$ cat config.mk
export PLATFORM = sky130hd
export DESIGN_NAME = ifp_flash_seq
export DESIGN_NICKNAME = d
export VERILOG_FILES = /design/src/shared/ifp_pkg.sv /design/src/verilog/ifp_flash_seq.sv /design/src/verilog/ifp_fifo.sv /design/src/verilog/ifp_timer.sv
export VERILOG_INCLUDE_DIRS = /design/src /design/src/shared
export SDC_FILE = /design/constraint.sdc
export NUM_CORES = 1
export LEC_CHECK = 0
export BUFFER_PORTS_ARGS = -buffer_cell sky130_fd_sc_hd__buf_4
export CAP_MARGIN = 10
export CORE_ASPECT_RATIO = 2
export CORE_MARGIN = 2
export CORE_UTILIZATION = 35
export CTS_CLUSTER_DIAMETER = 60
export DETAILED_ROUTE_END_ITERATION = 10
export PLACE_DENSITY = 0.59
export SLEW_MARGIN = 40
export SYNTH_ARGS = -nofsm -noshare
export SYNTH_HDL_FRONTEND = slang
export SYNTH_SLANG_ARGS = --single-unit
$ cat constraint.sdc
create_clock -name clk_sys -period 11.1 [get_ports clk_sys]
set_input_delay 1.665 -clock clk_sys [delete_from_list [all_inputs] [get_ports clk_sys]]
set_output_delay 1.665 -clock clk_sys [all_outputs]
set_load 0.02 [all_outputs]
$ cat src/shared/ifp_defines.svh
`ifndef IFP_DEFINES_SVH
`define IFP_DEFINES_SVH

// register offsets on the core's system register port
`define IFP_ADDR_RAM_LO      8'h80
`define IFP_ADDR_RAM_HI      8'h81
`define IFP_ADDR_TGT_LO      8'h83
`define IFP_ADDR_TGT_HI      8'h84
`define IFP_ADDR_CMD         8'hAF

// operation codes
`define IFP_CMD_PROGRAM      8'h5A
`define IFP_CMD_ERASE        8'hC3
`define IFP_CMD_RESET        8'h00
`define IFP_REG_RESET        8'h00

// field positions in the high ram-address register
`define IFP_RAM_HI_ADDR_MSB  2
`define IFP_LEN_MSB          7
`define IFP_LEN_LSB          3

// page geometry
`define IFP_PROG_PAGE_WORDS  6'h20
`define IFP_PROG_OFS_MSB     4
`define IFP_ERASE_PAGE_LSB   8
`define IFP_BLANK_WORD       16'hFFFF

// timing, figures as printed
`define IFP_CLK_MHZ          125
`define IFP_ERASE_TIME_MS    25
`define IFP_PROG_TIME_US     28
`define IFP_PROG_CYCLES      (`IFP_PROG_TIME_US * `IFP_CLK_MHZ)
`define IFP_ERASE_CYCLES     (`IFP_ERASE_TIME_MS * 1000 * `IFP_CLK_MHZ)

`endif

$ cat src/shared/ifp_pkg.sv
package ifp_pkg;

    typedef enum logic [3:0]
    {
        IFP_IDLE  = 4'b0001,
        IFP_ERASE = 4'b0010,
        IFP_PROG  = 4'b0100,
        IFP_DONE  = 4'b1000
    } ifp_state_t;

    // register bus request from the core
    typedef struct packed
    {
        logic       wr;
        logic       rd;
        logic [7:0] addr;
        logic [7:0] wdata;
    } ifp_reg_req_t;

    // word handed to the flash array
    typedef struct packed
    {
        logic        wr;
        logic        erase;
        logic [15:0] addr;
        logic [15:0] data;
    } ifp_flash_req_t;

    typedef struct packed
    {
        ifp_state_t     state;
        logic [7:0]     ram_lo;
        logic [7:0]     ram_hi;
        logic [7:0]     tgt_lo;
        logic [7:0]     tgt_hi;
        logic [10:0]    fetch_addr;
        logic [5:0]     fetch_left;
        logic           ram_rd;
        logic           cap;
        logic           have_lo;
        logic [7:0]     lo_byte;
        logic [15:0]    wbuf;
        logic           wbuf_vld;
        logic [15:0]    wr_addr;
        logic [5:0]     wr_left;
        logic           wr_busy;
        ifp_flash_req_t flash;
        logic           done;
        logic [7:0]     rdata;
    } ifp_core_t;

endpackage

$ cat src/verilog/ifp_flash_seq.sv
`include "ifp_defines.svh"

// Behaviour
// - code 5Ah starts page program, C3h starts page erase, others reserved
// - core fetch and execution held while an operation runs; peripherals untouched
// - stall released on completion so the next instruction executes
// - page erase lasts 25 ms with the core stalled throughout
// - programming takes 28 us per word, linear up to 896 us
// - interrupt flags still latch; service deferred until the stall ends
// - erase sets every bit of the addressed page to one
// - flash target address is 16 bits from low and high byte registers
// - programming stops after the last word of the current page
// - ram source address is 11 bits from low byte and high bits 2:0
// - first ram byte fills bits 7:0, next byte bits 15:8, ascending
// - word count is high register bits 7:3 plus one
module ifp_flash_seq
#(
    parameter int          FIFO_DEPTH   = 16,
    parameter logic [21:0] ERASE_CYCLES = 22'(`IFP_ERASE_CYCLES),
    parameter logic [21:0] PROG_CYCLES  = 22'(`IFP_PROG_CYCLES)
)
(
    input  wire logic          clk_sys,
    input  wire logic          rstn,
    input  wire logic          reg_wr,
    input  wire logic          reg_rd,
    input  wire logic [7:0]    reg_addr,
    input  wire logic [7:0]    reg_wdata,
    output logic [7:0]         reg_rdata,
    output logic               cpu_stall,
    output logic               irq_defer,
    output logic               op_done,
    output logic               ram_rd,
    output logic [10:0]        ram_addr,
    input  wire logic [7:0]    ram_rdata,
    output logic               flash_wr,
    output logic               flash_erase,
    output logic [15:0]        flash_addr,
    output logic [15:0]        flash_wdata,
    input  wire logic          flash_ack_unused
);
    ifp_pkg::ifp_core_t    s_r;
    ifp_pkg::ifp_core_t    s_nxt;
    ifp_pkg::ifp_reg_req_t req;
    logic                  fifo_in_ready;
    logic                  fifo_out_valid;
    logic [15:0]           fifo_out_data;
    logic                  fifo_pop;
    logic                  tmr_load;
    logic [21:0]           tmr_value;
    logic                  tmr_busy;
    logic                  tmr_expire;
    logic [5:0]            req_words;
    logic [5:0]            page_room;
    logic [5:0]            run_words;
    logic [10:0]           ram_start;
    logic [15:0]           tgt_start;
    logic [15:0]           erase_base;
    logic                  cmd_wr;
    logic                  cmd_erase;
    logic                  cmd_prog;
    logic                  fetch_go;
    logic                  wr_last;

    assign req.wr    = reg_wr;
    assign req.rd    = reg_rd;
    assign req.addr  = reg_addr;
    assign req.wdata = reg_wdata;

    assign req_words = {1'b0, s_r.ram_hi[`IFP_LEN_MSB:`IFP_LEN_LSB]} + 6'h01;
    assign page_room = `IFP_PROG_PAGE_WORDS - {1'b0, s_r.tgt_lo[`IFP_PROG_OFS_MSB:0]};
    assign run_words = (req_words > page_room) ? page_room : req_words;

    assign ram_start  = {s_r.ram_hi[`IFP_RAM_HI_ADDR_MSB:0], s_r.ram_lo};
    assign tgt_start  = {s_r.tgt_hi, s_r.tgt_lo};
    // low byte ignored, erase lands on a page base
    assign erase_base = {s_r.tgt_hi, 8'h00};
    // command codes, acted on only while idle
    assign cmd_wr     = req.wr && (req.addr == `IFP_ADDR_CMD);
    assign cmd_erase  = cmd_wr && (req.wdata == `IFP_CMD_ERASE);
    assign cmd_prog   = cmd_wr && (req.wdata == `IFP_CMD_PROGRAM);
    assign fetch_go   = !s_r.ram_rd && !s_r.cap && !s_r.wbuf_vld && (s_r.fetch_left != 6'h00);
    assign wr_last    = (s_r.wr_left == 6'h01);

    assign cpu_stall   = (s_r.state != ifp_pkg::IFP_IDLE);
    assign irq_defer   = cpu_stall;
    assign op_done     = s_r.done;
    assign reg_rdata   = s_r.rdata;
    assign ram_rd      = s_r.ram_rd;
    assign ram_addr    = s_r.fetch_addr;
    assign flash_wr    = s_r.flash.wr;
    assign flash_erase = s_r.flash.erase;
    assign flash_addr  = s_r.flash.addr;
    assign flash_wdata = s_r.flash.data;

    // drain side pops only while no word is being timed
    assign fifo_pop = (s_r.state == ifp_pkg::IFP_PROG) && !s_r.wr_busy && !tmr_busy && fifo_out_valid
                      && (s_r.wr_left != 6'h00);

    always_comb
    begin
        s_nxt             = s_r;
        s_nxt.done        = 1'b0;
        s_nxt.ram_rd      = 1'b0;
        s_nxt.cap         = s_r.ram_rd;
        s_nxt.flash.wr    = 1'b0;
        s_nxt.flash.erase = 1'b0;
        tmr_load          = 1'b0;
        tmr_value         = PROG_CYCLES;

        // register reads answer one cycle later; command reads zero
        if (req.rd)
        begin
            unique case (req.addr)
                `IFP_ADDR_RAM_LO: s_nxt.rdata = s_r.ram_lo;
                `IFP_ADDR_RAM_HI: s_nxt.rdata = s_r.ram_hi;
                `IFP_ADDR_TGT_LO: s_nxt.rdata = s_r.tgt_lo;
                `IFP_ADDR_TGT_HI: s_nxt.rdata = s_r.tgt_hi;
                default:          s_nxt.rdata = 8'h00;
            endcase
        end

        unique case (s_r.state)
            ifp_pkg::IFP_IDLE:
            begin
                if (req.wr)
                begin
                    unique case (req.addr)
                        `IFP_ADDR_RAM_LO: s_nxt.ram_lo = req.wdata;
                        `IFP_ADDR_RAM_HI: s_nxt.ram_hi = req.wdata;
                        `IFP_ADDR_TGT_LO: s_nxt.tgt_lo = req.wdata;
                        `IFP_ADDR_TGT_HI: s_nxt.tgt_hi = req.wdata;
                        `IFP_ADDR_CMD:
                        begin
                            if (cmd_erase)
                            begin
                                s_nxt.state       = ifp_pkg::IFP_ERASE;
                                s_nxt.flash.erase = 1'b1;
                                // page base of the given address
                                s_nxt.flash.addr  = erase_base;
                                s_nxt.flash.data  = `IFP_BLANK_WORD;
                                tmr_load          = 1'b1;
                                tmr_value         = ERASE_CYCLES;
                            end
                            else if (cmd_prog)
                            begin
                                s_nxt.state      = ifp_pkg::IFP_PROG;
                                s_nxt.fetch_addr = ram_start;
                                s_nxt.fetch_left = run_words;
                                s_nxt.wr_left    = run_words;
                                s_nxt.wr_addr    = tgt_start;
                                s_nxt.have_lo    = 1'b0;
                                s_nxt.wbuf_vld   = 1'b0;
                            end
                        end
                        default:
                        begin
                        end
                    endcase
                end
            end

            ifp_pkg::IFP_ERASE:
            begin
                if (tmr_expire)
                    s_nxt.state = ifp_pkg::IFP_DONE;
            end

            ifp_pkg::IFP_PROG:
            begin
                // word leaves first, so a word finished this cycle is not lost
                if (s_r.wbuf_vld && fifo_in_ready)
                    s_nxt.wbuf_vld = 1'b0;
                // fetch side: one byte read in flight at a time
                if (s_r.cap)
                begin
                    // first byte of each pair low, second byte high
                    if (!s_r.have_lo)
                    begin
                        s_nxt.lo_byte = ram_rdata;
                        s_nxt.have_lo = 1'b1;
                    end
                    else
                    begin
                        s_nxt.wbuf     = {ram_rdata, s_r.lo_byte};
                        s_nxt.wbuf_vld = 1'b1;
                        s_nxt.have_lo  = 1'b0;
                    end
                end
                // back-pressure: no new read while a finished word waits
                if (fetch_go)
                begin
                    s_nxt.ram_rd = 1'b1;
                    if (s_r.have_lo)
                        s_nxt.fetch_left = s_r.fetch_left - 6'h01;
                end
                if (s_r.ram_rd)
                    s_nxt.fetch_addr = s_r.fetch_addr + 11'h001;

                // drain side: one word per program interval
                if (fifo_pop)
                begin
                    s_nxt.flash.wr   = 1'b1;
                    s_nxt.flash.addr = s_r.wr_addr;
                    s_nxt.flash.data = fifo_out_data;
                    s_nxt.wr_busy    = 1'b1;
                    tmr_load         = 1'b1;
                    tmr_value        = PROG_CYCLES;
                end
                if (tmr_expire)
                begin
                    s_nxt.wr_busy = 1'b0;
                    s_nxt.wr_addr = s_r.wr_addr + 16'h0001;
                    s_nxt.wr_left = s_r.wr_left - 6'h01;
                    // last word of the run ends the operation
                    if (wr_last)
                        s_nxt.state = ifp_pkg::IFP_DONE;
                end
            end

            ifp_pkg::IFP_DONE:
            begin
                s_nxt.done  = 1'b1;
                s_nxt.state = ifp_pkg::IFP_IDLE;
                // leftover fetch state must not leak into the next run
                s_nxt.fetch_left = 6'h00;
                s_nxt.wr_left    = 6'h00;
                s_nxt.wr_busy    = 1'b0;
                s_nxt.have_lo    = 1'b0;
                s_nxt.wbuf_vld   = 1'b0;
            end

            default:
                s_nxt.state = ifp_pkg::IFP_IDLE;
        endcase
    end

    always_ff @(posedge clk_sys)
    begin
        if (!rstn)
        begin
            s_r       <= '0;
            s_r.state <= ifp_pkg::IFP_IDLE;
            s_r.rdata <= `IFP_REG_RESET;
        end
        else
            s_r <= s_nxt;
    end

    ifp_fifo
    #(
        .WIDTH (16),
        .DEPTH (FIFO_DEPTH)
    )
    u_fifo
    (
        .clk_sys   (clk_sys),
        .rstn      (rstn),
        .in_valid  (s_r.wbuf_vld),
        .in_ready  (fifo_in_ready),
        .in_data   (s_r.wbuf),
        .out_valid (fifo_out_valid),
        .out_ready (fifo_pop),
        .out_data  (fifo_out_data)
    );

    ifp_timer
    #(
        .WIDTH (22)
    )
    u_timer
    (
        .clk_sys (clk_sys),
        .rstn    (rstn),
        .load    (tmr_load),
        .value   (tmr_value),
        .busy    (tmr_busy),
        .expire  (tmr_expire)
    );
endmodule

$ cat src/verilog/ifp_fifo.sv
module ifp_fifo
#(
    parameter int WIDTH = 16,
    parameter int DEPTH = 16
)
(
    input  wire logic             clk_sys,
    input  wire logic             rstn,
    input  wire logic             in_valid,
    output logic                  in_ready,
    input  wire logic [WIDTH-1:0] in_data,
    output logic                  out_valid,
    input  wire logic             out_ready,
    output logic [WIDTH-1:0]      out_data
);
    localparam int AW = $clog2(DEPTH);

    typedef struct packed
    {
        logic [AW-1:0] wp;
        logic [AW-1:0] rp;
        logic [AW:0]   cnt;
    } ifp_fifo_st_t;

    ifp_fifo_st_t     s_r;
    ifp_fifo_st_t     s_nxt;
    logic [WIDTH-1:0] mem [DEPTH];
    logic             push;
    logic             pop;

    assign in_ready  = (s_r.cnt != DEPTH[AW:0]);
    assign out_valid = (s_r.cnt != '0);
    assign out_data  = mem[s_r.rp];
    assign push      = in_valid && in_ready;
    assign pop       = out_valid && out_ready;

    always_comb
    begin
        s_nxt = s_r;
        if (push)
            s_nxt.wp = s_r.wp + 1'b1;
        if (pop)
            s_nxt.rp = s_r.rp + 1'b1;
        if (push && !pop)
            s_nxt.cnt = s_r.cnt + 1'b1;
        else if (pop && !push)
            s_nxt.cnt = s_r.cnt - 1'b1;
    end

    always_ff @(posedge clk_sys)
    begin
        if (!rstn)
            s_r <= '0;
        else
            s_r <= s_nxt;
        if (push)
            mem[s_r.wp] <= in_data;
    end
endmodule

$ cat src/verilog/ifp_timer.sv
module ifp_timer
#(
    parameter int WIDTH = 22
)
(
    input  wire logic             clk_sys,
    input  wire logic             rstn,
    input  wire logic             load,
    input  wire logic [WIDTH-1:0] value,
    output logic                  busy,
    output logic                  expire
);
    typedef struct packed
    {
        logic [WIDTH-1:0] cnt;
        logic             busy;
        logic             expire;
    } ifp_tmr_st_t;

    ifp_tmr_st_t s_r;
    ifp_tmr_st_t s_nxt;

    assign busy   = s_r.busy;
    assign expire = s_r.expire;

    // expire pulses value + 1 cycles after the load cycle
    always_comb
    begin
        s_nxt        = s_r;
        s_nxt.expire = 1'b0;
        if (load)
        begin
            s_nxt.cnt  = value - 1'b1;
            s_nxt.busy = 1'b1;
        end
        else if (s_r.busy)
        begin
            if (s_r.cnt == '0)
            begin
                s_nxt.busy   = 1'b0;
                s_nxt.expire = 1'b1;
            end
            else
                s_nxt.cnt = s_r.cnt - 1'b1;
        end
    end

    always_ff @(posedge clk_sys)
    begin
        if (!rstn)
            s_r <= '0;
        else
            s_r <= s_nxt;
    end
endmodule

==> run_results.csv <==
group,metric,value,unit
setup_path,cp-start-kind,"flop",
global_routing,grt_antenna_before_repair,0,
finish,nets,1550,
drt,first_pass_iters,5,
setup_path,critPathCaptureType,"flop",
clock_network,tritoncts,"done",
global_routing,track_usage,16.7,%
timing,fin_crit_sh,39.6,%
clock_network,cts_sinks,444,
power,p_per_area,146,mW/mm^2
timing,max_slew_margin,43.8,%
drt,wl_per_cell,21.3,um
clock_network,cts_root_buf,"clkbuf_16",
logic_synthesis,synth_top_flop_cell,"edfxtp_1",
setup_path,crit_family,"compound AO/OA/AOI/OAI gates",
global_routing,grt_max_degree,100,
drt,vias,11900,
placed_design,port_buffers,84,
power,p_leak,7.24,nW
logic_synthesis,synth_cells,1482,
clock_network,cts_buffers,39,
finish,final_area,0.0212,mm^2
setup_path,critPathKind,"reg -> reg",
setup_path,path_buf_inv,2,
logic_synthesis,seq_area_frac_synth,60.5,%
global_routing,gr-total-overflow,0,
placed_design,placed_area,0.0199,mm^2
floorplan,io_pins,86,
drt,finalWirelength,46900,um
power,ir_worst_vdd,91.6,uV
run,drv_cap,0,
run_status,outcome,"complete, no violations",
floorplan,core_area,0.0535,mm^2
clock_network,postCtsSetupBuffers,0,
setup_path,path_max_fanout,26,
logic_synthesis,ys_types,79,
placed_design,place_hpwl,31400,um
timing,min_period,4.39,ns
clock_network,htree_levels,2,
timing,finalMaxSlewViolations,0,
global_routing,grt_pass1_vias,12200,
logic_synthesis,synth_seq_cells,444,
clock_network,clock_latency,0.57,ns
drt,ant_nets,0,
timing,worst_clock_skew,0.0163,ns
logic_synthesis,avgSynthCellArea,12.8,um^2
timing,rsz0062_at_grt,"false",
drt,drc,0,
setup_path,crit_arrival,4.88,ns
setup_path,required,11.58,ns
clock_network,clk_pin_slew,0.06,ns
floorplan,die_area,0.0560,mm^2
global_routing,grt_pass1_wl,71600,um
floorplan,rows,120,
finish,antenna_cells,0,
finish,layout_common_cells,"256 x edfxtp_1, 185 x dfxtp_1, 165 x nor2_1",
setup_path,crit_path_top_delay_cell,"o21a_1",
timing,final.setup.tns,0,ns
floorplan,die_h,333,um
timing,fmax,0.228,GHz
clock_network,cts-hold-fix-buffers,0,
timing,hold_viol,0,
hold_path,whs_path_depth,2,
logic_synthesis,synthesis.nets,1536,
power,p_total,3.10,mW
setup_path,r2r_cells,12,
setup_path,critPathMaxStageDelay,0.66,ns
setup_path,cp_num_cells,12,
drt,via_per_inst,5.42,
clock_network,clockBufferDepth,3,
clock_network,ctsResizeCount,0,
drt,drt_iter0_drc,834,
logic_synthesis,synth_edf_count,256,
timing,worst_pin_slew,0.843,ns
finish,drive_above_1_share,18.7,%
finish,layout_commonest_cell,"edfxtp_1",
setup_path,path_cells,"or4b_1 -> a2111oi_0 -> o21a_1 -> inv_2 -> ha_1 -> inv_1 -> ha_1 -> a21o_1 -> a21oi_1 -> xnor2_1 -> or3_1 -> a21oi_1",
timing,setup_viol,0,
placed_design,gp_congestion,0.839,
logic_synthesis,synth_warnings,0,
hold_path,hold_class,"reg -> reg",
logic_synthesis,synthesis.area,0.0189,mm^2
finish,areaGrowthSynthToFinish,12.0,%
logic_synthesis,async_flop_share,0,%
floorplan,start_util,35.4,%
floorplan,die_w,168,um
-- worst paths after layout --
path | from | end | slack (ns)
max reg2reg | s_r[145] | u_fifo.s_r[4] | 6.71
min reg2reg | flash_addr[5] | flash_addr[5] | 0.45
min | flash_addr[5] | flash_addr[5] | 0.45
max | s_r[145] | u_fifo.s_r[4] | 6.71
-- report_power, final --
| group | internal, mW | switching, mW |
|---|---|---|
| Combinational | 0.00955 | 0.0224 |
| Sequential | 1.72 | 0.000249 |
| Clock | 0.724 | 0.619 |
| Total | 2.45 | 0.642 |
-- synthesized netlist by cell type, types with 13 or more instances --
library cell    n  area, um^2
o22ai_1        16         100
xor2_1         18         158
xnor2_1        15         131
nor2_1        169         634
a21oi_1        93         465
nand2_1        93         349
edfxtp_1      256        7690
nor4_1         13        81.3
a31oi_1        14        87.6
buf_4          53         398
dfxtp_1       188        3760
clkbuf_1       60         225
a22o_1         13         114
o21ai_0        46         230
mux4_2         80        1800
mux2i_1        46         460
nor3_1         36         180
nand3_1        25         125
and3_1         13        81.3
inv_1          25        93.8
a221oi_1       16         140
ha_1           24         300
-- final cells by class --
class | count | area, um^2
fill | 4991 | 32300
multi-input combinational | 873 | 6700
inverter | 27 | 104
tap | 671 | 840
clock inverter | 14 | 133
timing repair buffer | 111 | 842
sequential | 444 | 11500
clock buffer | 58 | 1110
-- cells by family after synthesis --
family                   count (synthesis)  synth area share (%)
AO/OA/AOI/OAI                          262                  9.02
XOR/XNOR                                33                  1.53
adder cells (fa/ha/maj)                 25                  1.69
buffers and inverters                  165                  4.48
flip-flops                             444                  60.5
multiplexers                           126                  12.0
AND/OR/NAND/NOR                        427                  10.8
-- layer usage --
metal	track usage [%]	wire length [um]	part of all wire, %
met1	17.2	16900	36
met2	32.6	26300	56
met3	2.26	1760	3.8
met4	7.52	1950	4.2
met5	0	0	0
-- worst min-delay path, stage by stage, from the launching register on --
cell and delay (ns):
dfxtp_1 0.31, nand2_1 0.05, a21oi_1 0.05
-- registers in the layout, summed over array words and instances (netlist names), 8 cells and up, named ones only --
register     count
u_fifo.s_r      13
flash_addr      16
reg_rdata        8
u_timer.s_r     22
ram_addr        11
ram_start       11
s_r             73
erase_base       8
u_fifo.mem     256
flash_wdata     16
-- per-stage QoR --
stage / std cells / hold WS (ns) / utilization (%) / worst slack [ns]
after floorplan: 1482 / 0.432 / - / 7.40
after global placement: 2125 / 0.442 / 37.2 / 6.53
after detailed placement: 2125 / 0.450 / 37.3 / 6.48
after CTS: 2197 / 0.460 / 39.6 / 6.64
after global routing: 2198 / 0.485 / 39.6 / 6.24
final: 2198 / 0.454 / 39.6 / 6.71
No activity file was read; power rests on OpenSTA's default activity.
